--- config.mk ---
export PLATFORM = sky130hd
export DESIGN_NAME = flash_page_lock_guard
export DESIGN_NICKNAME = d
export VERILOG_FILES = /design/src/core/flash_guard_pkg.sv /design/src/core/lock_state_if.sv /design/src/core/lock_state_holder.sv /design/src/core/flash_page_lock_guard.sv
export VERILOG_INCLUDE_DIRS = /design/src /design/src/core
export SDC_FILE = /design/constraint.sdc
export NUM_CORES = 1
export LEC_CHECK = 0
export ABC_AREA = 0
export BUFFER_PORTS_ARGS = -buffer_cell sky130_fd_sc_hd__buf_2
export CELL_PAD_IN_SITES_DETAIL_PLACEMENT = 0
export CELL_PAD_IN_SITES_GLOBAL_PLACEMENT = 1
export CORE_MARGIN = 2
export CORE_UTILIZATION = 29
export CTS_BUF_LIST = sky130_fd_sc_hd__clkbuf_8 sky130_fd_sc_hd__clkbuf_16
export CTS_CLUSTER_SIZE = 20
export DETAILED_ROUTE_END_ITERATION = 8
export GPL_TIMING_DRIVEN = 0
export PLACE_DENSITY_LB_ADDON = 0.1
export SYNTH_ARGS = -nofsm -noshare
export SYNTH_HDL_FRONTEND = slang
export SYNTH_SLANG_ARGS = --single-unit
--- constraint.sdc ---
create_clock -name clk -period 2.3 [get_ports clk]
set_clock_uncertainty 0.1 [all_clocks]
set_input_delay 0.23 -clock clk [delete_from_list [all_inputs] [get_ports clk]]
set_output_delay 0.23 -clock clk [all_outputs]
set_load 0.05 [all_outputs]
--- src/core/flash_guard_cfg.svh ---
// Constants for the flash page lock guard
`ifndef FLASH_GUARD_CFG_SVH
`define FLASH_GUARD_CFG_SVH
`define LOCK_ERASED_VALUE 8'hff
`define ADDR_WIDTH        16
`define PAGE_SHIFT        9
`define LOCK_PAGE_INDEX   3'h3
`define RESERVED_BASE     16'h07fe
`define LOCK_BYTE_ADDR    16'h07ff
`endif

--- src/core/flash_guard_pkg.sv ---
// Types for the flash page lock guard
package flash_guard_pkg;
	typedef enum logic [1:0] {
		op_read,
		op_write,
		op_erase,
		op_device_erase
	} op_kind_t;
	typedef enum logic [1:0] {
		src_debug,
		src_fw_unlocked,
		src_fw_locked
	} source_t;
	typedef enum logic [1:0] {
		verdict_permit,
		verdict_ignore,
		verdict_fault
	} verdict_t;
endpackage : flash_guard_pkg

--- src/core/lock_state_if.sv ---
// Lock state carried from the holder to the checker
`timescale 1ns/1ps
interface lock_state_if;
	logic [7:0] lock_map;
	logic       any_locked;
	modport holder (output lock_map, output any_locked);
	modport checker_side (input lock_map, input any_locked);
endinterface : lock_state_if

--- src/core/lock_state_holder.sv ---
// Lock byte holder: stored value and the copy applied since reset
`timescale 1ns/1ps
`include "flash_guard_cfg.svh"
module lock_state_holder (
	input  wire logic     clk,
	input  wire logic     rst,
	input  wire logic     store_we,
	input  wire logic [7:0] store_data,
	input  wire logic     device_erase,
	output logic [7:0]    stored,
	lock_state_if.holder  lk
);
	// Power-up value only: the stored lock byte is non-volatile and ignores rst
	logic [7:0] lock_store = `LOCK_ERASED_VALUE;
	logic [7:0] active;
	logic [7:0] next_stored;
	logic [7:0] next_active;
	logic       loaded;
	logic       next_loaded;

	always_comb begin
		next_stored = stored;
		next_active = active;
		next_loaded = 1'b1;
		if (device_erase) begin
			next_stored = `LOCK_ERASED_VALUE;
		end else if (store_we) begin
			next_stored = store_data;
		end
		// New lock state takes effect only at reload after reset
		if (!loaded) begin
			next_active = stored;
		end
	end

	always_ff @(posedge clk) begin
		if (rst) begin
			loaded <= 1'b0;
		end else begin
			lock_store <= next_stored;
			active <= next_active;
			loaded <= next_loaded;
		end
	end

	assign stored = lock_store;

	assign lk.lock_map   = loaded ? active : `LOCK_ERASED_VALUE;
	assign lk.any_locked = loaded ? (active != `LOCK_ERASED_VALUE) : 1'b0;
endmodule : lock_state_holder

--- src/core/flash_page_lock_guard.sv ---
// Flash page lock guard: checks each flash request against lock state
`timescale 1ns/1ps
`include "flash_guard_cfg.svh"
// What this block does
// - Unlocked pages open to every source
// - Locked pages: debug refused, unlocked firmware faults
// - Lock page access free until something locked
// - Lock byte read follows same policy
// - Unlocked: only debug may erase lock page
// - Locked: lock page cleared only by device erase
// - Locking more pages refused or faults
// - Unlocking single pages refused or faults
// - Reserved area refused or faults
// - Device erase clears every page, lock included
// - Firmware violation resets, sets fault flag
// - Debug violations silently dropped, never reset
// - Any lock also locks lock page
// - Written lock byte fixed until device erase
// - New lock state applies after next reset
module flash_page_lock_guard #(
	parameter int ADDR_W = `ADDR_WIDTH
) (
	input  wire logic                     clk,
	input  wire logic                     rst,
	input  wire logic                     req_valid,
	input  wire flash_guard_pkg::op_kind_t req_op,
	input  wire logic                     req_from_debug,
	input  wire logic [ADDR_W-1:0]        req_addr,
	input  wire logic [7:0]               req_wdata,
	input  wire logic [ADDR_W-1:0]        exec_addr,
	output logic                          grant,
	output logic                          discard,
	output logic                          fault_reset_req,
	output logic                          flash_fault_reset_flag,
	output logic                          erase_all,
	output logic [7:0]                    lock_value
);
	lock_state_if lk ();

	// ----------------------------------------------------------------
	// Verdict logic
	// ----------------------------------------------------------------
	function automatic logic page_locked(input logic [7:0] map, input logic [ADDR_W-1:0] a);
		logic [2:0] pg;
		pg = a[`PAGE_SHIFT+2:`PAGE_SHIFT];
		return !map[pg];
	endfunction : page_locked

	flash_guard_pkg::source_t  src;
	flash_guard_pkg::verdict_t verdict;
	logic                      on_lock_page;
	logic                      in_reserved;
	logic                      tgt_locked;
	logic                      lock_write;
	logic                      do_store;
	logic                      next_grant;
	logic                      next_discard;
	logic                      next_fault;
	logic                      next_flag;
	logic                      next_erase_all;
	logic                      fault_flag = 1'b0;

	always_comb begin
		// Source sampled with the request from the executing page
		if (req_from_debug) begin
			src = flash_guard_pkg::src_debug;
		end else if (page_locked(lk.lock_map, exec_addr) ||
			(lk.any_locked && exec_addr[`PAGE_SHIFT+2:`PAGE_SHIFT] == `LOCK_PAGE_INDEX)) begin
			src = flash_guard_pkg::src_fw_locked;
		end else begin
			src = flash_guard_pkg::src_fw_unlocked;
		end
		on_lock_page = req_addr[`PAGE_SHIFT+2:`PAGE_SHIFT] == `LOCK_PAGE_INDEX;
		in_reserved  = req_addr >= `RESERVED_BASE && req_addr != `LOCK_BYTE_ADDR;
		tgt_locked   = page_locked(lk.lock_map, req_addr);
		lock_write   = req_op == flash_guard_pkg::op_write && req_addr == `LOCK_BYTE_ADDR;
		verdict      = flash_guard_pkg::verdict_permit;
		if (req_op == flash_guard_pkg::op_device_erase) begin
			verdict = (src == flash_guard_pkg::src_debug) ? flash_guard_pkg::verdict_permit
				: flash_guard_pkg::verdict_fault;
		end else if (in_reserved) begin
			verdict = flash_guard_pkg::verdict_fault;
		end else if (lock_write && lock_value != `LOCK_ERASED_VALUE) begin
			verdict = flash_guard_pkg::verdict_fault;
		end else if (on_lock_page && req_op == flash_guard_pkg::op_erase) begin
			verdict = (src == flash_guard_pkg::src_debug && !lk.any_locked)
				? flash_guard_pkg::verdict_permit : flash_guard_pkg::verdict_fault;
		end else if (on_lock_page) begin
			verdict = (!lk.any_locked || src == flash_guard_pkg::src_fw_locked)
				? flash_guard_pkg::verdict_permit : flash_guard_pkg::verdict_fault;
		end else if (tgt_locked) begin
			verdict = (src == flash_guard_pkg::src_fw_locked)
				? flash_guard_pkg::verdict_permit : flash_guard_pkg::verdict_fault;
		end else begin
			verdict = flash_guard_pkg::verdict_permit;
		end
		// Debug violations become a silent discard
		if (verdict == flash_guard_pkg::verdict_fault && src == flash_guard_pkg::src_debug) begin
			verdict = flash_guard_pkg::verdict_ignore;
		end
		do_store       = req_valid && lock_write && verdict == flash_guard_pkg::verdict_permit;
		next_grant     = req_valid && verdict == flash_guard_pkg::verdict_permit;
		next_discard   = req_valid && verdict == flash_guard_pkg::verdict_ignore;
		next_fault     = req_valid && verdict == flash_guard_pkg::verdict_fault;
		next_erase_all = next_grant && req_op == flash_guard_pkg::op_device_erase;
		next_flag      = flash_fault_reset_flag;
		if (next_fault) begin
			next_flag = 1'b1;
		end else if (req_valid) begin
			next_flag = 1'b0;
		end
	end

	// ----------------------------------------------------------------
	// Registers
	// ----------------------------------------------------------------
	// Fault flag survives rst: it must read one after the fault reset
	always_ff @(posedge clk) begin
		fault_flag <= next_flag;
		if (rst) begin
			grant           <= 1'b0;
			discard         <= 1'b0;
			fault_reset_req <= 1'b0;
			erase_all       <= 1'b0;
		end else begin
			grant           <= next_grant;
			discard         <= next_discard;
			fault_reset_req <= next_fault;
			erase_all       <= next_erase_all;
		end
	end

	assign flash_fault_reset_flag = fault_flag;

	lock_state_holder u_holder (
		.clk          (clk),
		.rst          (rst),
		.store_we     (do_store),
		.store_data   (req_wdata),
		.device_erase (next_erase_all),
		.stored       (lock_value),
		.lk           (lk.holder)
	);

	// ----------------------------------------------------------------
	// Checks
	// ----------------------------------------------------------------
	property p_debug_never_resets;
		@(posedge clk) disable iff (rst) req_valid && req_from_debug |=> !fault_reset_req;
	endproperty
	a_debug_never_resets: assert property (p_debug_never_resets) else $error("debug reset");

	property p_fault_sets_flag;
		@(posedge clk) disable iff (rst) fault_reset_req |-> flash_fault_reset_flag;
	endproperty
	a_fault_sets_flag: assert property (p_fault_sets_flag) else $error("flag not set");

	property p_unlocked_granted;
		@(posedge clk) disable iff (rst) req_valid && !on_lock_page && !in_reserved
			&& !tgt_locked && req_op == flash_guard_pkg::op_read |=> grant;
	endproperty
	a_unlocked_granted: assert property (p_unlocked_granted) else $error("unlocked denied");

	property p_locked_fw_fault;
		@(posedge clk) disable iff (rst) req_valid && !on_lock_page && !in_reserved && tgt_locked
			&& src == flash_guard_pkg::src_fw_unlocked && req_op != flash_guard_pkg::op_device_erase
			&& !lock_write |=> fault_reset_req;
	endproperty
	a_locked_fw_fault: assert property (p_locked_fw_fault) else $error("no fault");

	property p_reserved_blocked;
		@(posedge clk) disable iff (rst) req_valid && in_reserved
			&& req_op != flash_guard_pkg::op_device_erase |=> !grant;
	endproperty
	a_reserved_blocked: assert property (p_reserved_blocked) else $error("reserved granted");

	property p_fw_lock_erase_fault;
		@(posedge clk) disable iff (rst) req_valid && !req_from_debug && on_lock_page
			&& !in_reserved && req_op == flash_guard_pkg::op_erase |=> fault_reset_req;
	endproperty
	a_fw_lock_erase_fault: assert property (p_fw_lock_erase_fault) else $error("erase ok");

	property p_lock_fixed;
		@(posedge clk) disable iff (rst) $past(lock_value) != 8'hff && !$past(erase_all)
			&& !$past(next_erase_all) |-> $stable(lock_value);
	endproperty
	a_lock_fixed: assert property (p_lock_fixed) else $error("lock byte changed");

	property p_device_erase_clears;
		@(posedge clk) disable iff (rst) next_erase_all |=> lock_value == 8'hff;
	endproperty
	a_device_erase_clears: assert property (p_device_erase_clears) else $error("not erased");

	property p_one_verdict;
		@(posedge clk) disable iff (rst) !(grant && fault_reset_req) && !(grant && discard);
	endproperty
	a_one_verdict: assert property (p_one_verdict) else $error("two verdicts");

	c_fault: cover property (@(posedge clk) disable iff (rst) fault_reset_req);
	c_discard: cover property (@(posedge clk) disable iff (rst) discard);
	c_erase_all: cover property (@(posedge clk) disable iff (rst) erase_all);
endmodule : flash_page_lock_guard

### Yosys cells after proc, flatten, opt, wreduce, memory -nomap -nowiden

Cells that the tools add are included.

* $lt $le $gt $ge: 3
* eq/ne operators: 13
* muxes and demuxes: 21
* bitwise logic cells: 2
* reduce and logical (&&, ||, !) cells: 22

Operators by type and width (number)
* two-way mux 2 bit: 13
* equality test 16 x 11 -> 1 bit (second input constant): 1
* >= comparator 16 x 11 -> 1 bit (second input constant): 1
* two-way mux 8 bit: 2
* != test 16 x 11 -> 1 bit (second input constant): 1
* != test 8 bit (second input constant): 2
* logical AND 1 bit: 13
* equality test 2 bit (second input constant): 5
* < comparator 3 x 4 -> 1 bit (second input constant): 2
* binary-select mux 1 bit (select 3 bit): 2
* equality test 3 x 2 -> 1 bit (second input constant): 2
* equality test 2 x 1 -> 1 bit (second input constant): 2
* zero test 2 bit: 2
* two-way mux 1 bit: 4
* AND reduction 2 bit: 2
* zero test 1 bit: 2
* logical OR 1 bit: 2
* NOT 1 bit: 2
* nonzero test 2 bit: 1

* bits in registers: 22
* input port bits: 46
* output and inout bits: 13
* word-level logic and storage cells: 69

### Longest topological paths before layout

Gate-level depths: netlist (run 1).

* depth after elaboration: 23
* gate-level depth with buffers: 5
* gate-level depth less buffers: 5

### By module

Synthesis (run 1) repeated with hierarchy kept, for this count alone.

* cell total of the unflattened synthesis: 89
* area total of the unflattened synthesis: 1092.3 sq um

By module, submodules not included
* lock_state_holder: instances 1, cells an instance 40, area each 635.6 sq um, sequential area each 500.5 sq um
* flash_page_lock_guard: instances 1, cells an instance 49, area each 456.7 sq um, sequential area each 100.1 sq um

### Worst setup path after synthesis (run 1)

Ideal clock, no wire load.

* path kind: reg-to-reg
* start point: register u_holder.active[1]
* end point: register u_holder.lock_store[0] (netlist: u_holder.stored[0]) (enable)
* library setup time: 0.374 ns
* arrival: 1.790 ns
* required time: 1.826 ns
* setup slack: 0.037 ns
* stages on the path, launching flop included: 5
* path buffers: 0
* period minus slack after synthesis: 2.263 ns
* cell sequence: edfxtp_1 -> mux4_2 -> a2111o_1 -> o2111a_1 -> o21ai_1

* longest elaborated chain between the ends: 23
* elaborated cells between the ends (all ways): 36
* classes of those cells: 3 x eq/ne; 19 x mux; 14 x reduce/logical

Ends and longest elaborated chain
* start: declaration: RTL line lock_state_holder.sv:15 `logic [7:0] active;`
* start signal: assignment: RTL line lock_state_holder.sv:41 `active <= next_active;`
* two-way mux 8 bit (no line)
* binary-select mux 1 bit (select 3 bit): RTL line flash_page_lock_guard.sv:46 `return !map[pg];`
* two-way mux 1 bit (not written as such): RTL line flash_page_lock_guard.sv:46
* zero test 1 bit: RTL line flash_page_lock_guard.sv:46
* logical OR 1 bit: RTL line flash_page_lock_guard.sv:67 `end else if (page_locked(lk.lock_map, exec_addr) ||`
* two-way mux 2 bit: RTL line flash_page_lock_guard.sv:67
* two-way mux 2 bit: RTL line flash_page_lock_guard.sv:65 `if (req_from_debug) begin`
* equality test 2 bit: RTL line flash_page_lock_guard.sv:89, flash_page_lock_guard.sv:92
* (+7 left out)
* equality test 2 bit: RTL line flash_page_lock_guard.sv:98 `if (verdict == flash_guard_pkg::verdict_fault && src == flash_guard_pkg::src_debug) begin`
* logical AND 1 bit: RTL line flash_page_lock_guard.sv:98
* two-way mux 2 bit *: RTL line flash_page_lock_guard.sv:98
* zero test 2 bit *: RTL line flash_page_lock_guard.sv:101, flash_page_lock_guard.sv:102
* logical AND 1 bit: RTL line flash_page_lock_guard.sv:102 `next_grant = req_valid && verdict == flash_guard_pkg::verdict_permit;`
* logical AND 1 bit: RTL line flash_page_lock_guard.sv:105 `next_erase_all = next_grant && req_op == flash_guard_pkg::op_device_erase;`
* nonzero test 2 bit (no line) *
* AND reduction 2 bit (no line) *
* end signal: assignment: RTL line lock_state_holder.sv:40 `lock_store <= next_stored;`
* end: declaration: RTL line lock_state_holder.sv:14 `` logic [7:0] lock_store = `LOCK_ERASED_VALUE; ``

Mark *: on every way between the ends. The rest lies on a longest branch, timed or not. The select of a mux whose other input is x is not followed.
A chain may end at the register's enable or synchronous reset.

### Final worst setup path (run 1)

* start point: register u_holder.active[0]
* end point: register u_holder.lock_store[6] (netlist: u_holder.stored[6]) (enable)

The elaborated chain is that of the path after synthesis.

==> metrics.txt, run 1 <==
# TYPE chip_impl_metric gauge
chip_impl_info{name="outcome",value="finished clean"} 1
chip_impl_metric{name="power.static_leakage",unit="nW"} 0.578
chip_impl_metric{name="postLayoutSetupSlackWorst",unit="ns"} 0.123
chip_impl_metric{name="die_area",unit="um2"} 4130
chip_impl_metric{name="first_global_vias",unit=""} 783
chip_impl_metric{name="powerDensity",unit="nW/um2"} 638
chip_impl_metric{name="pwr-share-seq",unit="%"} 48.8
chip_impl_metric{name="drt-vias-per-instance",unit=""} 4.91
chip_impl_metric{name="finalMaxSlewViolations",unit=""} 0
chip_impl_metric{name="routed-wl-met3",unit="um"} 146
chip_impl_metric{name="library_cells_used_by_synthesis",unit=""} 33
chip_impl_metric{name="drcViolationCount",unit=""} 0
chip_impl_metric{name="buffer_count_from_post_cts_setup_fixing",unit=""} 0
chip_impl_info{name="rsz0062_at_grt",value="no"} 1
chip_impl_info{name="layout_common_cells",value="sky130_fd_sc_hd__buf_2, sky130_fd_sc_hd__edfxtp_1, sky130_fd_sc_hd__nand2b_1"} 1
chip_impl_metric{name="seq_area_frac_synth",unit="%"} 57.0
chip_impl_metric{name="data_arrival_at_the_endpoint_of_the_critical_path",unit="ns"} 2.02
chip_impl_metric{name="filler_cell_count",unit=""} 342
chip_impl_metric{name="gpl.final_weighted_congestion",unit=""} 0.781
chip_impl_info{name="clock-root-buffer",value="sky130_fd_sc_hd__clkbuf_8"} 1
chip_impl_metric{name="power.combinational.fraction",unit="%"} 12.0
chip_impl_info{name="setup.worst_path.class",value="flop to flop"} 1
chip_impl_metric{name="finalSetupViolCount",unit=""} 0
chip_impl_metric{name="synth_area_per_cell",unit="um2"} 12.4
chip_impl_info{name="critical_path.top_delay_family",value="compound AO/OA/AOI/OAI gates"} 1
chip_impl_metric{name="cts-buffers-inserted",unit=""} 3
chip_impl_metric{name="detailroute.wirelength.met2",unit="um"} 1040
chip_impl_metric{name="netSwitchingPower",unit="mW"} 0.190
chip_impl_metric{name="cts_sinks",unit=""} 22
chip_impl_metric{name="insertedDiodeCount",unit=""} 0
chip_impl_metric{name="finalInstanceArea",unit="um2"} 1420
chip_impl_info{name="dr.max_layer_used",value="met4"} 1
chip_impl_metric{name="clock_input_transition_at_the_sequential_cells_of_the_worst_setup_and_hold_paths",unit="ns"} 0.08
chip_impl_metric{name="synth-seq-cells",unit=""} 22
chip_impl_metric{name="relSlewSlack",unit="%"} 59.9
chip_impl_metric{name="portBuffers",unit=""} 45
chip_impl_metric{name="wl_met1",unit="um"} 1040
chip_impl_metric{name="worst_setup_slack_post_dpl",unit="ns"} -0.229
chip_impl_metric{name="cap_viol_max_count",unit=""} 0
chip_impl_metric{name="total_power",unit="mW"} 0.906
chip_impl_metric{name="h-tree-depth",unit=""} 1
chip_impl_info{name="most_common_library_cell_in_the_layout_ignoring_fill_and_taps",value="sky130_fd_sc_hd__buf_2"} 1
chip_impl_metric{name="ys_warn_count",unit=""} 0
chip_impl_info{name="start_kind",value="flop"} 1
chip_impl_metric{name="grt_pass1_wl",unit="um"} 3480
chip_impl_metric{name="worstPathBufferInverterCount",unit=""} 0
chip_impl_metric{name="worst_hold_slack",unit="ns"} 0.0562
chip_impl_metric{name="detailroute.via_count",unit=""} 883
chip_impl_metric{name="crit_path_largest_cell_delay",unit="ns"} 0.48
chip_impl_metric{name="fp.coreArea",unit="um2"} 3420
chip_impl_metric{name="wl_per_cell",unit="um"} 12.5
chip_impl_metric{name="detailed_routing_iteration_count_for_the_pre_antenna_repair_pass",unit=""} 4
chip_impl_metric{name="boundaryPins",unit=""} 59
chip_impl_metric{name="power_report.internal_total",unit="mW"} 0.715
chip_impl_metric{name="clock_path_buffers",unit=""} 2
chip_impl_metric{name="min_period_over_period",unit="%"} 94.7
chip_impl_metric{name="grt_overflow_total",unit=""} 0
chip_impl_metric{name="core.rowCount",unit=""} 21
chip_impl_metric{name="maximum_number_of_pins_on_one_net_before_global_route_repair",unit=""} 14
chip_impl_metric{name="initial_core_utilization",unit="%"} 30.8
chip_impl_metric{name="clock.fmax",unit="MHz"} 459
chip_impl_metric{name="synth.net_count",unit=""} 131
chip_impl_metric{name="detailed_place.area",unit="um2"} 1340
chip_impl_metric{name="post-route-util",unit="%"} 41.5
chip_impl_metric{name="finish.net_count",unit=""} 181
chip_impl_info{name="crit_path_end_kind",value="flop"} 1
chip_impl_metric{name="floorplan.die.width",unit="um"} 64.3
chip_impl_metric{name="hold_viol_final",unit=""} 0
chip_impl_info{name="tritoncts",value="built"} 1
chip_impl_metric{name="tightest_slew",unit="ns"} 0.599
chip_impl_metric{name="power_switching_share",unit="%"} 21.0
chip_impl_metric{name="clock_insertion_delay_worst_skew",unit="ns"} 0.26
chip_impl_info{name="cp_cell_instances",value="mux4_2, a2111o_1, o2111a_1, o21ai_4"} 1
chip_impl_info{name="critPathSlowestCell",value="sky130_fd_sc_hd__mux4_2"} 1
chip_impl_metric{name="clockPowerShare",unit="%"} 39.2
chip_impl_metric{name="worst-path-max-fanout",unit=""} 8
chip_impl_metric{name="drt_iter0_drc",unit=""} 33
chip_impl_metric{name="drt_wl_total",unit="um"} 2250
chip_impl_metric{name="post_synth_instance_area",unit="um2"} 1050
chip_impl_metric{name="worst-endpoint-required",unit="ns"} 2.14
chip_impl_metric{name="synthCells",unit=""} 85
chip_impl_metric{name="syn2layout_area_growth",unit="%"} 34.7
chip_impl_info{name="type_of_the_tightest_min_delay_check",value="input pin to flop"} 1
chip_impl_metric{name="grt_antenna_before_repair",unit=""} 0
chip_impl_metric{name="finalCriticalPeriod",unit="ns"} 2.18
chip_impl_metric{name="globalRouteTotalUtil",unit="%"} 10.8
chip_impl_metric{name="hpwlAfterDp",unit="um"} 1880
chip_impl_metric{name="die_height",unit="um"} 64.3
chip_impl_metric{name="final_layout_size_suffix_gt1_share",unit="%"} 41.0
chip_impl_metric{name="max-vdd-ir-drop",unit="uV"} 463
chip_impl_metric{name="detail-route-antenna-nets",unit=""} 0
==> final cells by class <==
type	instances	area [um2]	share of cell area, %
Tap cell	46	57.6	4.06
Sequential cell	22	601	42.3
Multi-Input combinational cell	60	453	31.9
Clock inverter	1	30.0	2.12
Clock buffer	3	41.3	2.91
Inverter	3	11.3	0.794
Timing Repair Buffer	45	225	15.9
==> synthesized netlist by cell type <==
library cell | instances | area [um2]
sky130_fd_sc_hd__a2111o_1 | 1 | 11.3
sky130_fd_sc_hd__a21oi_1 | 2 | 10.0
sky130_fd_sc_hd__a31o_1 | 1 | 8.76
sky130_fd_sc_hd__a31oi_1 | 1 | 6.26
sky130_fd_sc_hd__and3_1 | 1 | 6.26
sky130_fd_sc_hd__dfxtp_1 | 6 | 120
sky130_fd_sc_hd__edfxtp_1 | 16 | 480
sky130_fd_sc_hd__inv_1 | 3 | 11.3
sky130_fd_sc_hd__mux2i_1 | 1 | 10.0
sky130_fd_sc_hd__mux4_1 | 1 | 26.3
sky130_fd_sc_hd__mux4_2 | 2 | 45.0
sky130_fd_sc_hd__nand2_1 | 5 | 18.8
sky130_fd_sc_hd__nand2b_1 | 10 | 62.6
sky130_fd_sc_hd__nand3_1 | 2 | 10.0
sky130_fd_sc_hd__nand3b_1 | 1 | 7.51
sky130_fd_sc_hd__nand4_1 | 9 | 56.3
sky130_fd_sc_hd__nor2_1 | 3 | 11.3
sky130_fd_sc_hd__nor2b_1 | 2 | 12.5
sky130_fd_sc_hd__nor3_1 | 2 | 10.0
sky130_fd_sc_hd__o2111a_1 | 1 | 11.3
sky130_fd_sc_hd__o2111ai_1 | 1 | 8.76
sky130_fd_sc_hd__o2111ai_2 | 1 | 15.0
sky130_fd_sc_hd__o211a_1 | 1 | 10.0
sky130_fd_sc_hd__o211ai_1 | 1 | 7.51
sky130_fd_sc_hd__o21a_1 | 1 | 7.51
sky130_fd_sc_hd__o21a_2 | 1 | 8.76
sky130_fd_sc_hd__o21ai_0 | 3 | 15.0
sky130_fd_sc_hd__o21ai_1 | 1 | 5.00
sky130_fd_sc_hd__o221ai_1 | 1 | 8.76
sky130_fd_sc_hd__o22ai_1 | 1 | 6.26
sky130_fd_sc_hd__or3_1 | 1 | 6.26
sky130_fd_sc_hd__or3_4 | 1 | 11.3
sky130_fd_sc_hd__or4_1 | 1 | 7.51
==> metal layers <==
metal | vias to the layer above | GRT usage (%)
li1 | 439 | -
met1 | 407 | 15.1
met2 | 35 | 16.3
met3 | 2 | 2.46
met4 | 0 | 3.99
met5 | - | 0
==> power groups by stage <==
| stage | Combinational, mW | Sequential (mW) | Clock (mW) |
|---|---|---|---|
| finish | 0.109 | 0.442 | 0.355 |
| global route | 0.119 | 0.444 | 0.380 |
| CTS | 0.110 | 0.442 | 0.360 |
| detailed placement | 0.108 | 0.451 | 0 |
| global placement | 0.108 | 0.451 | 0 |
| floorplan | 0.0409 | 0.469 | 0 |
==> registers in the layout, summed over array words and instances, names as in the netlist <==
name / count
u_holder.active: 8
fault_reset_req: 1
grant: 1
erase_all: 1
discard: 1
u_holder.stored: 8
flash_fault_reset_flag: 1
u_holder.loaded: 1
==> repair_timing <==
action / CTS / global route
pin swaps: 0 / 1
endpoints found under the setup margin: 8 / 8
hold buffers: 0 / 0
gates resized for setup: 2 / 0
==> through the flow <==
step	TNS [ns]	std cells
5_1_grt	0	180
2_1_floorplan	0	85
3_3_place_gp	-1.78	176
6_report	0	180
4_1_cts	0	180
3_5_place_dp	-1.83	176
==> logic make-up after synthesis <==
| kind of cell | count (synthesis) | synth area share (%) |
|---|---|---|
| DFF | 22 | 57.0 |
| buffers and inverters | 3 | 1.07 |
| and+or+nand+nor | 38 | 20.9 |
| AOI/OAI and AO/OA | 18 | 13.3 |
| muxes | 4 | 7.72 |
==> path summary, 6_finish.rpt <==
kind,start,endpoint,slack (ns),cells after the start
setup / recovery,u_holder.active[0],u_holder.stored[6],0.12,4
hold / removal,rst,u_holder.loaded,0.06,2
setup reg to reg,u_holder.active[0],u_holder.stored[6],0.12,4
hold reg to reg,u_holder.stored[0],u_holder.active[0],0.38,0
Power figures use the tool's default switching activity.
==> run 2, diff against run 1 <==
- CORE_ASPECT_RATIO: default -> 0.9
- CTS_CLUSTER_DIAMETER: default -> 150
==> metrics.txt, run 2 (synthesized netlist as in run 1, its figures left out) <==
# TYPE chip_impl_metric gauge
chip_impl_metric{name="syn2layout_area_growth",unit="%"} 34.4
chip_impl_info{name="setup.worst_path.class",value="flop to flop"} 1
chip_impl_metric{name="initial_core_utilization",unit="%"} 30.7
chip_impl_metric{name="final_layout_size_suffix_gt1_share",unit="%"} 41.0
chip_impl_metric{name="powerDensity",unit="nW/um2"} 639
chip_impl_metric{name="cap_viol_max_count",unit=""} 0
chip_impl_metric{name="grt_antenna_before_repair",unit=""} 0
chip_impl_metric{name="detailroute.via_count",unit=""} 881
chip_impl_metric{name="gpl.final_weighted_congestion",unit=""} 0.703
chip_impl_metric{name="detailed_place.area",unit="um2"} 1330
chip_impl_metric{name="finalInstanceArea",unit="um2"} 1420
chip_impl_metric{name="relSlewSlack",unit="%"} 57.3
chip_impl_metric{name="cts_sinks",unit=""} 22
chip_impl_metric{name="drcViolationCount",unit=""} 0
chip_impl_metric{name="finish.net_count",unit=""} 181
chip_impl_metric{name="data_arrival_at_the_endpoint_of_the_critical_path",unit="ns"} 2.03
chip_impl_metric{name="wl_per_cell",unit="um"} 13.4
chip_impl_metric{name="h-tree-depth",unit=""} 1
chip_impl_metric{name="filler_cell_count",unit=""} 336
chip_impl_metric{name="dp_cells",unit=""} 174
chip_impl_metric{name="detail-route-antenna-nets",unit=""} 0
chip_impl_metric{name="drt_wl_total",unit="um"} 2390
chip_impl_metric{name="insertedDiodeCount",unit=""} 0
chip_impl_metric{name="finalSetupViolCount",unit=""} 0
chip_impl_info{name="tritoncts",value="built"} 1
chip_impl_info{name="start_kind",value="flop"} 1
chip_impl_metric{name="detailed_routing_iteration_count_for_the_pre_antenna_repair_pass",unit=""} 4
chip_impl_metric{name="portBuffers",unit=""} 45
chip_impl_metric{name="boundaryPins",unit=""} 59
chip_impl_metric{name="grt_overflow_total",unit=""} 0
chip_impl_metric{name="grt_pass1_wl",unit="um"} 3690
chip_impl_info{name="rsz0062_at_grt",value="no"} 1
chip_impl_metric{name="power.static_leakage",unit="nW"} 0.578
chip_impl_metric{name="clock_insertion_delay_worst_skew",unit="ns"} 0.26
chip_impl_metric{name="cts-buffers-inserted",unit=""} 3
chip_impl_info{name="crit_path_end_kind",value="flop"} 1
chip_impl_metric{name="postLayoutSetupSlackWorst",unit="ns"} 0.109
chip_impl_metric{name="hold_viol_final",unit=""} 0
chip_impl_metric{name="drt_iter0_drc",unit=""} 53
chip_impl_info{name="most_common_library_cell_in_the_layout_ignoring_fill_and_taps",value="sky130_fd_sc_hd__buf_2"} 1
chip_impl_metric{name="die_height",unit="um"} 61.2
chip_impl_metric{name="worst-endpoint-required",unit="ns"} 2.14
chip_impl_metric{name="clock_input_transition_at_the_sequential_cells_of_the_worst_setup_and_hold_paths",unit="ns"} 0.08
chip_impl_metric{name="die_area",unit="um2"} 4130
chip_impl_metric{name="worst-path-max-fanout",unit=""} 8
chip_impl_metric{name="timing.reg2reg.setup_slack",unit="ns"} 0.11
chip_impl_metric{name="worst_setup_slack_post_dpl",unit="ns"} -0.248
chip_impl_metric{name="clock_path_buffers",unit=""} 2
chip_impl_metric{name="post-route-util",unit="%"} 41.3
chip_impl_metric{name="finalNonFillerCells",unit=""} 178
chip_impl_metric{name="floorplan.die.width",unit="um"} 67.5
chip_impl_info{name="layout_common_cells",value="sky130_fd_sc_hd__buf_2, sky130_fd_sc_hd__edfxtp_1, sky130_fd_sc_hd__nand2b_1"} 1
chip_impl_metric{name="finalCriticalPeriod",unit="ns"} 2.19
chip_impl_info{name="clock-root-buffer",value="sky130_fd_sc_hd__clkbuf_8"} 1
chip_impl_info{name="type_of_the_tightest_min_delay_check",value="input pin to flop"} 1
chip_impl_metric{name="drt-vias-per-instance",unit=""} 4.95
chip_impl_metric{name="finalSetupTns",unit="ns"} 0
chip_impl_metric{name="max-vdd-ir-drop",unit="uV"} 399
chip_impl_metric{name="first_global_vias",unit=""} 783
chip_impl_metric{name="fp.coreArea",unit="um2"} 3430
chip_impl_metric{name="clock.fmax",unit="MHz"} 456
chip_impl_metric{name="core.rowCount",unit=""} 20
chip_impl_metric{name="finalMaxSlewViolations",unit=""} 0
chip_impl_metric{name="tightest_slew",unit="ns"} 0.639
chip_impl_metric{name="maximum_number_of_pins_on_one_net_before_global_route_repair",unit=""} 14
chip_impl_metric{name="globalRouteTotalUtil",unit="%"} 12.4
chip_impl_metric{name="min_period_over_period",unit="%"} 95.3
chip_impl_info{name="outcome",value="finished clean"} 1
## run 2: critical path, cell delays in order (launching register included)
cell and delay [ns]:
sky130_fd_sc_hd__edfxtp_1 0.43, sky130_fd_sc_hd__mux4_2 0.48, sky130_fd_sc_hd__a2111o_1 0.40, sky130_fd_sc_hd__o2111a_1 0.19, sky130_fd_sc_hd__o21ai_4 0.28
## run 2: timing repair
item	4_1_cts	5_1_grt
buffers inserted	0	0
hold buffers	0	0
resized for setup	2	0
endpoints found under the setup margin	8	8
pin swaps	0	1
## run 2: worst paths after layout
kind,end,start,cells after the start
worst max-delay path,u_holder.stored[4],u_holder.active[2],4
worst min-delay path,u_holder.loaded,rst,2
worst max register to register,u_holder.stored[4],u_holder.active[2],4
worst min register to register,u_holder.active[5],u_holder.stored[5],0
## run 2: power breakdown
| part | switching (mW) | internal [mW] |
|---|---|---|
| clock | 0.121 | 0.232 |
| sequential | 0.00651 | 0.436 |
| combinational | 0.0621 | 0.0470 |
| total | 0.190 | 0.715 |
## run 2: per-layer routing
metal	wire length (um)	GRT usage (%)	vias to the layer above
met2	1080	17.4	27
met4	15	5.25	0
met3	181	3.47	2
met1	1110	18.0	410
li1	-	-	442
met5	0	0	-
## run 2: stage by stage
stage	hold slack (ns)	power, mW
floorplan	0.187	0.510
global placement	0.324	0.559
detailed placement	0.329	0.560
CTS	0.0565	0.915
global route	0.0661	0.942
finish	0.0576	0.905
## run 2: cell type report
cell class | instances | area (um2) | share of cell area (%)
Sequential cell | 22 | 601 | 42.4
Clock inverter | 1 | 30.0 | 2.12
Inverter | 3 | 11.3 | 0.795
Timing Repair Buffer | 45 | 225 | 15.9
Clock buffer | 3 | 41.3 | 2.92
Tap cell | 44 | 55.1 | 3.89
Multi-Input combinational cell | 60 | 453 | 32.0
==> run 3, diff against run 2 <==
- CAP_MARGIN: default -> 15
- GPL_TIMING_DRIVEN: 0 -> default
==> metrics.txt, run 3 (synthesized netlist as in run 1, its figures left out) <==
# TYPE chip_impl_metric gauge
chip_impl_metric{name="powerDensity",unit="nW/um2"} 635
chip_impl_metric{name="finalSetupViolCount",unit=""} 0
chip_impl_metric{name="cts_sinks",unit=""} 22
chip_impl_metric{name="initial_core_utilization",unit="%"} 30.7
chip_impl_metric{name="clock_input_transition_at_the_sequential_cells_of_the_worst_setup_and_hold_paths",unit="ns"} 0.08
chip_impl_metric{name="insertedDiodeCount",unit=""} 0
chip_impl_metric{name="finalCriticalPeriod",unit="ns"} 2.19
chip_impl_metric{name="tightest_slew",unit="ns"} 0.591
chip_impl_metric{name="relSlewSlack",unit="%"} 60.5
chip_impl_metric{name="clock.fmax",unit="MHz"} 456
chip_impl_metric{name="syn2layout_area_growth",unit="%"} 34.8
chip_impl_metric{name="power.static_leakage",unit="nW"} 0.583
chip_impl_metric{name="worstPathBufferInverterCount",unit=""} 1
chip_impl_metric{name="buffer_count_from_post_cts_setup_fixing",unit=""} 0
chip_impl_metric{name="drt-vias-per-instance",unit=""} 4.89
chip_impl_metric{name="gpl.final_weighted_congestion",unit=""} 0.696
chip_impl_metric{name="worst-path-max-fanout",unit=""} 8
chip_impl_info{name="layout_common_cells",value="sky130_fd_sc_hd__buf_2, sky130_fd_sc_hd__edfxtp_1, sky130_fd_sc_hd__nand2b_1"} 1
chip_impl_metric{name="cap_viol_max_count",unit=""} 0
chip_impl_metric{name="grt_overflow_total",unit=""} 0
chip_impl_info{name="cp_cell_instances",value="mux4_2, a2111o_1, o2111a_1, o21ai_2, buf_6"} 1
chip_impl_metric{name="finalSetupTns",unit="ns"} 0
chip_impl_info{name="setup.worst_path.class",value="flop to flop"} 1
chip_impl_metric{name="floorplan.die.width",unit="um"} 67.5
chip_impl_metric{name="detailed_place.area",unit="um2"} 1340
chip_impl_metric{name="max-vdd-ir-drop",unit="uV"} 368
chip_impl_metric{name="die_area",unit="um2"} 4130
chip_impl_metric{name="finalInstanceArea",unit="um2"} 1420
chip_impl_metric{name="finalMaxSlewViolations",unit=""} 0
chip_impl_metric{name="grt_antenna_before_repair",unit=""} 0
chip_impl_metric{name="portBuffers",unit=""} 45
chip_impl_metric{name="globalRouteTotalUtil",unit="%"} 12.0
chip_impl_info{name="outcome",value="finished clean"} 1
chip_impl_metric{name="maximum_number_of_pins_on_one_net_before_global_route_repair",unit=""} 14
chip_impl_metric{name="clock_path_buffers",unit=""} 2
chip_impl_metric{name="core.rowCount",unit=""} 20
chip_impl_metric{name="detail-route-antenna-nets",unit=""} 0
chip_impl_metric{name="hold_viol_final",unit=""} 0
chip_impl_metric{name="cts-buffers-inserted",unit=""} 3
chip_impl_metric{name="final_layout_size_suffix_gt1_share",unit="%"} 41.5
chip_impl_metric{name="grt_pass1_wl",unit="um"} 3590
chip_impl_metric{name="die_height",unit="um"} 61.2
chip_impl_metric{name="drt_iter0_drc",unit=""} 47
chip_impl_metric{name="hpwlAfterDp",unit="um"} 1920
chip_impl_info{name="start_kind",value="flop"} 1
chip_impl_info{name="rsz0062_at_grt",value="no"} 1
chip_impl_info{name="critPathSlowestCell",value="sky130_fd_sc_hd__mux4_2"} 1
chip_impl_metric{name="detailed_routing_iteration_count_for_the_pre_antenna_repair_pass",unit=""} 4
chip_impl_metric{name="finish.net_count",unit=""} 182
chip_impl_metric{name="min_period_over_period",unit="%"} 95.3
chip_impl_metric{name="clock_insertion_delay_worst_skew",unit="ns"} 0.26
chip_impl_info{name="tritoncts",value="built"} 1
chip_impl_metric{name="h-tree-depth",unit=""} 1
chip_impl_info{name="clock-root-buffer",value="sky130_fd_sc_hd__clkbuf_8"} 1
chip_impl_metric{name="crit_path_largest_cell_delay",unit="ns"} 0.48
chip_impl_metric{name="boundaryPins",unit=""} 59
chip_impl_metric{name="wl_per_cell",unit="um"} 12.9
chip_impl_info{name="type_of_the_tightest_min_delay_check",value="input pin to flop"} 1
chip_impl_metric{name="fp.coreArea",unit="um2"} 3430
chip_impl_metric{name="drcViolationCount",unit=""} 0
chip_impl_metric{name="worst-endpoint-required",unit="ns"} 2.17
chip_impl_info{name="crit_path_end_kind",value="flop"} 1
chip_impl_info{name="critical_path.top_delay_family",value="compound AO/OA/AOI/OAI gates"} 1
chip_impl_metric{name="cts_hold_repair.buffers",unit=""} 0
chip_impl_metric{name="first_global_vias",unit=""} 790
chip_impl_metric{name="drt_wl_total",unit="um"} 2300
chip_impl_metric{name="data_arrival_at_the_endpoint_of_the_critical_path",unit="ns"} 2.07
chip_impl_metric{name="detailroute.via_count",unit=""} 876
chip_impl_info{name="most_common_library_cell_in_the_layout_ignoring_fill_and_taps",value="sky130_fd_sc_hd__buf_2"} 1
==> run 3: cell types whose count changed in the layout (fill, tap and decap cells not counted), sizes merged <==
cell / delta
buf: +1
==> run 3: routing by layer <==
layer / routed length (um) / part of all wire [%] / track usage [%] / vias to the layer above
li1: - / - / - / 444
met1: 1100 / 48 / 17.6 / 405
met2: 1020 / 44 / 16.9 / 25
met3: 165 / 7.2 / 2.93 / 2
met4: 15 / 0.65 / 5.25 / 0
met5: 0 / 0 / 0 / -
==> run 3: metrics by stage <==
step,power (mW),instances,util (%),worst slack [ns],hold slack [ns]
after global routing,0.944,179,41.4,0.00774,0.0646
after global placement,0.559,175,39.1,0.126,0.324
after floorplan,0.510,85,-,0.0367,0.187
after detailed placement,0.560,175,39.1,0.0895,0.322
after CTS,0.909,179,41.2,0.0727,0.0500
final,0.902,179,41.4,0.107,0.0524
==> run 3: what timing repair did <==
| action | CTS | global route |
|---|---|---|
| endpoints found under the hold margin | 0 | 0 |
| resized for setup | 0 | 2 |
| setup endpoints to repair | 0 | 8 |
==> run 3: path summary, 6_finish.rpt <==
kind                            cells after the start               start            endpoint  slack [ns]
worst min register to register                      0  u_holder.stored[1]  u_holder.active[1]        0.38
worst max register to register                      5  u_holder.active[2]  u_holder.stored[6]        0.11
worst max-delay path                                5  u_holder.active[2]  u_holder.stored[6]        0.11
worst min-delay path                                2                 rst     u_holder.loaded        0.05
==> run 3: final cells by class <==
class	instances	area, um2
Sequential cell	22	601
Clock inverter	1	30.0
Fill cell	345	2010
Timing Repair Buffer	46	236
Clock buffer	3	41.3
Multi-Input combinational cell	60	445
Tap cell	44	55.1
Inverter	3	11.3
==> run 3: report_power, final <==
group	internal, mW	switching (mW)
clock	0.232	0.120
sequential	0.436	0.00655
combinational	0.0474	0.0606
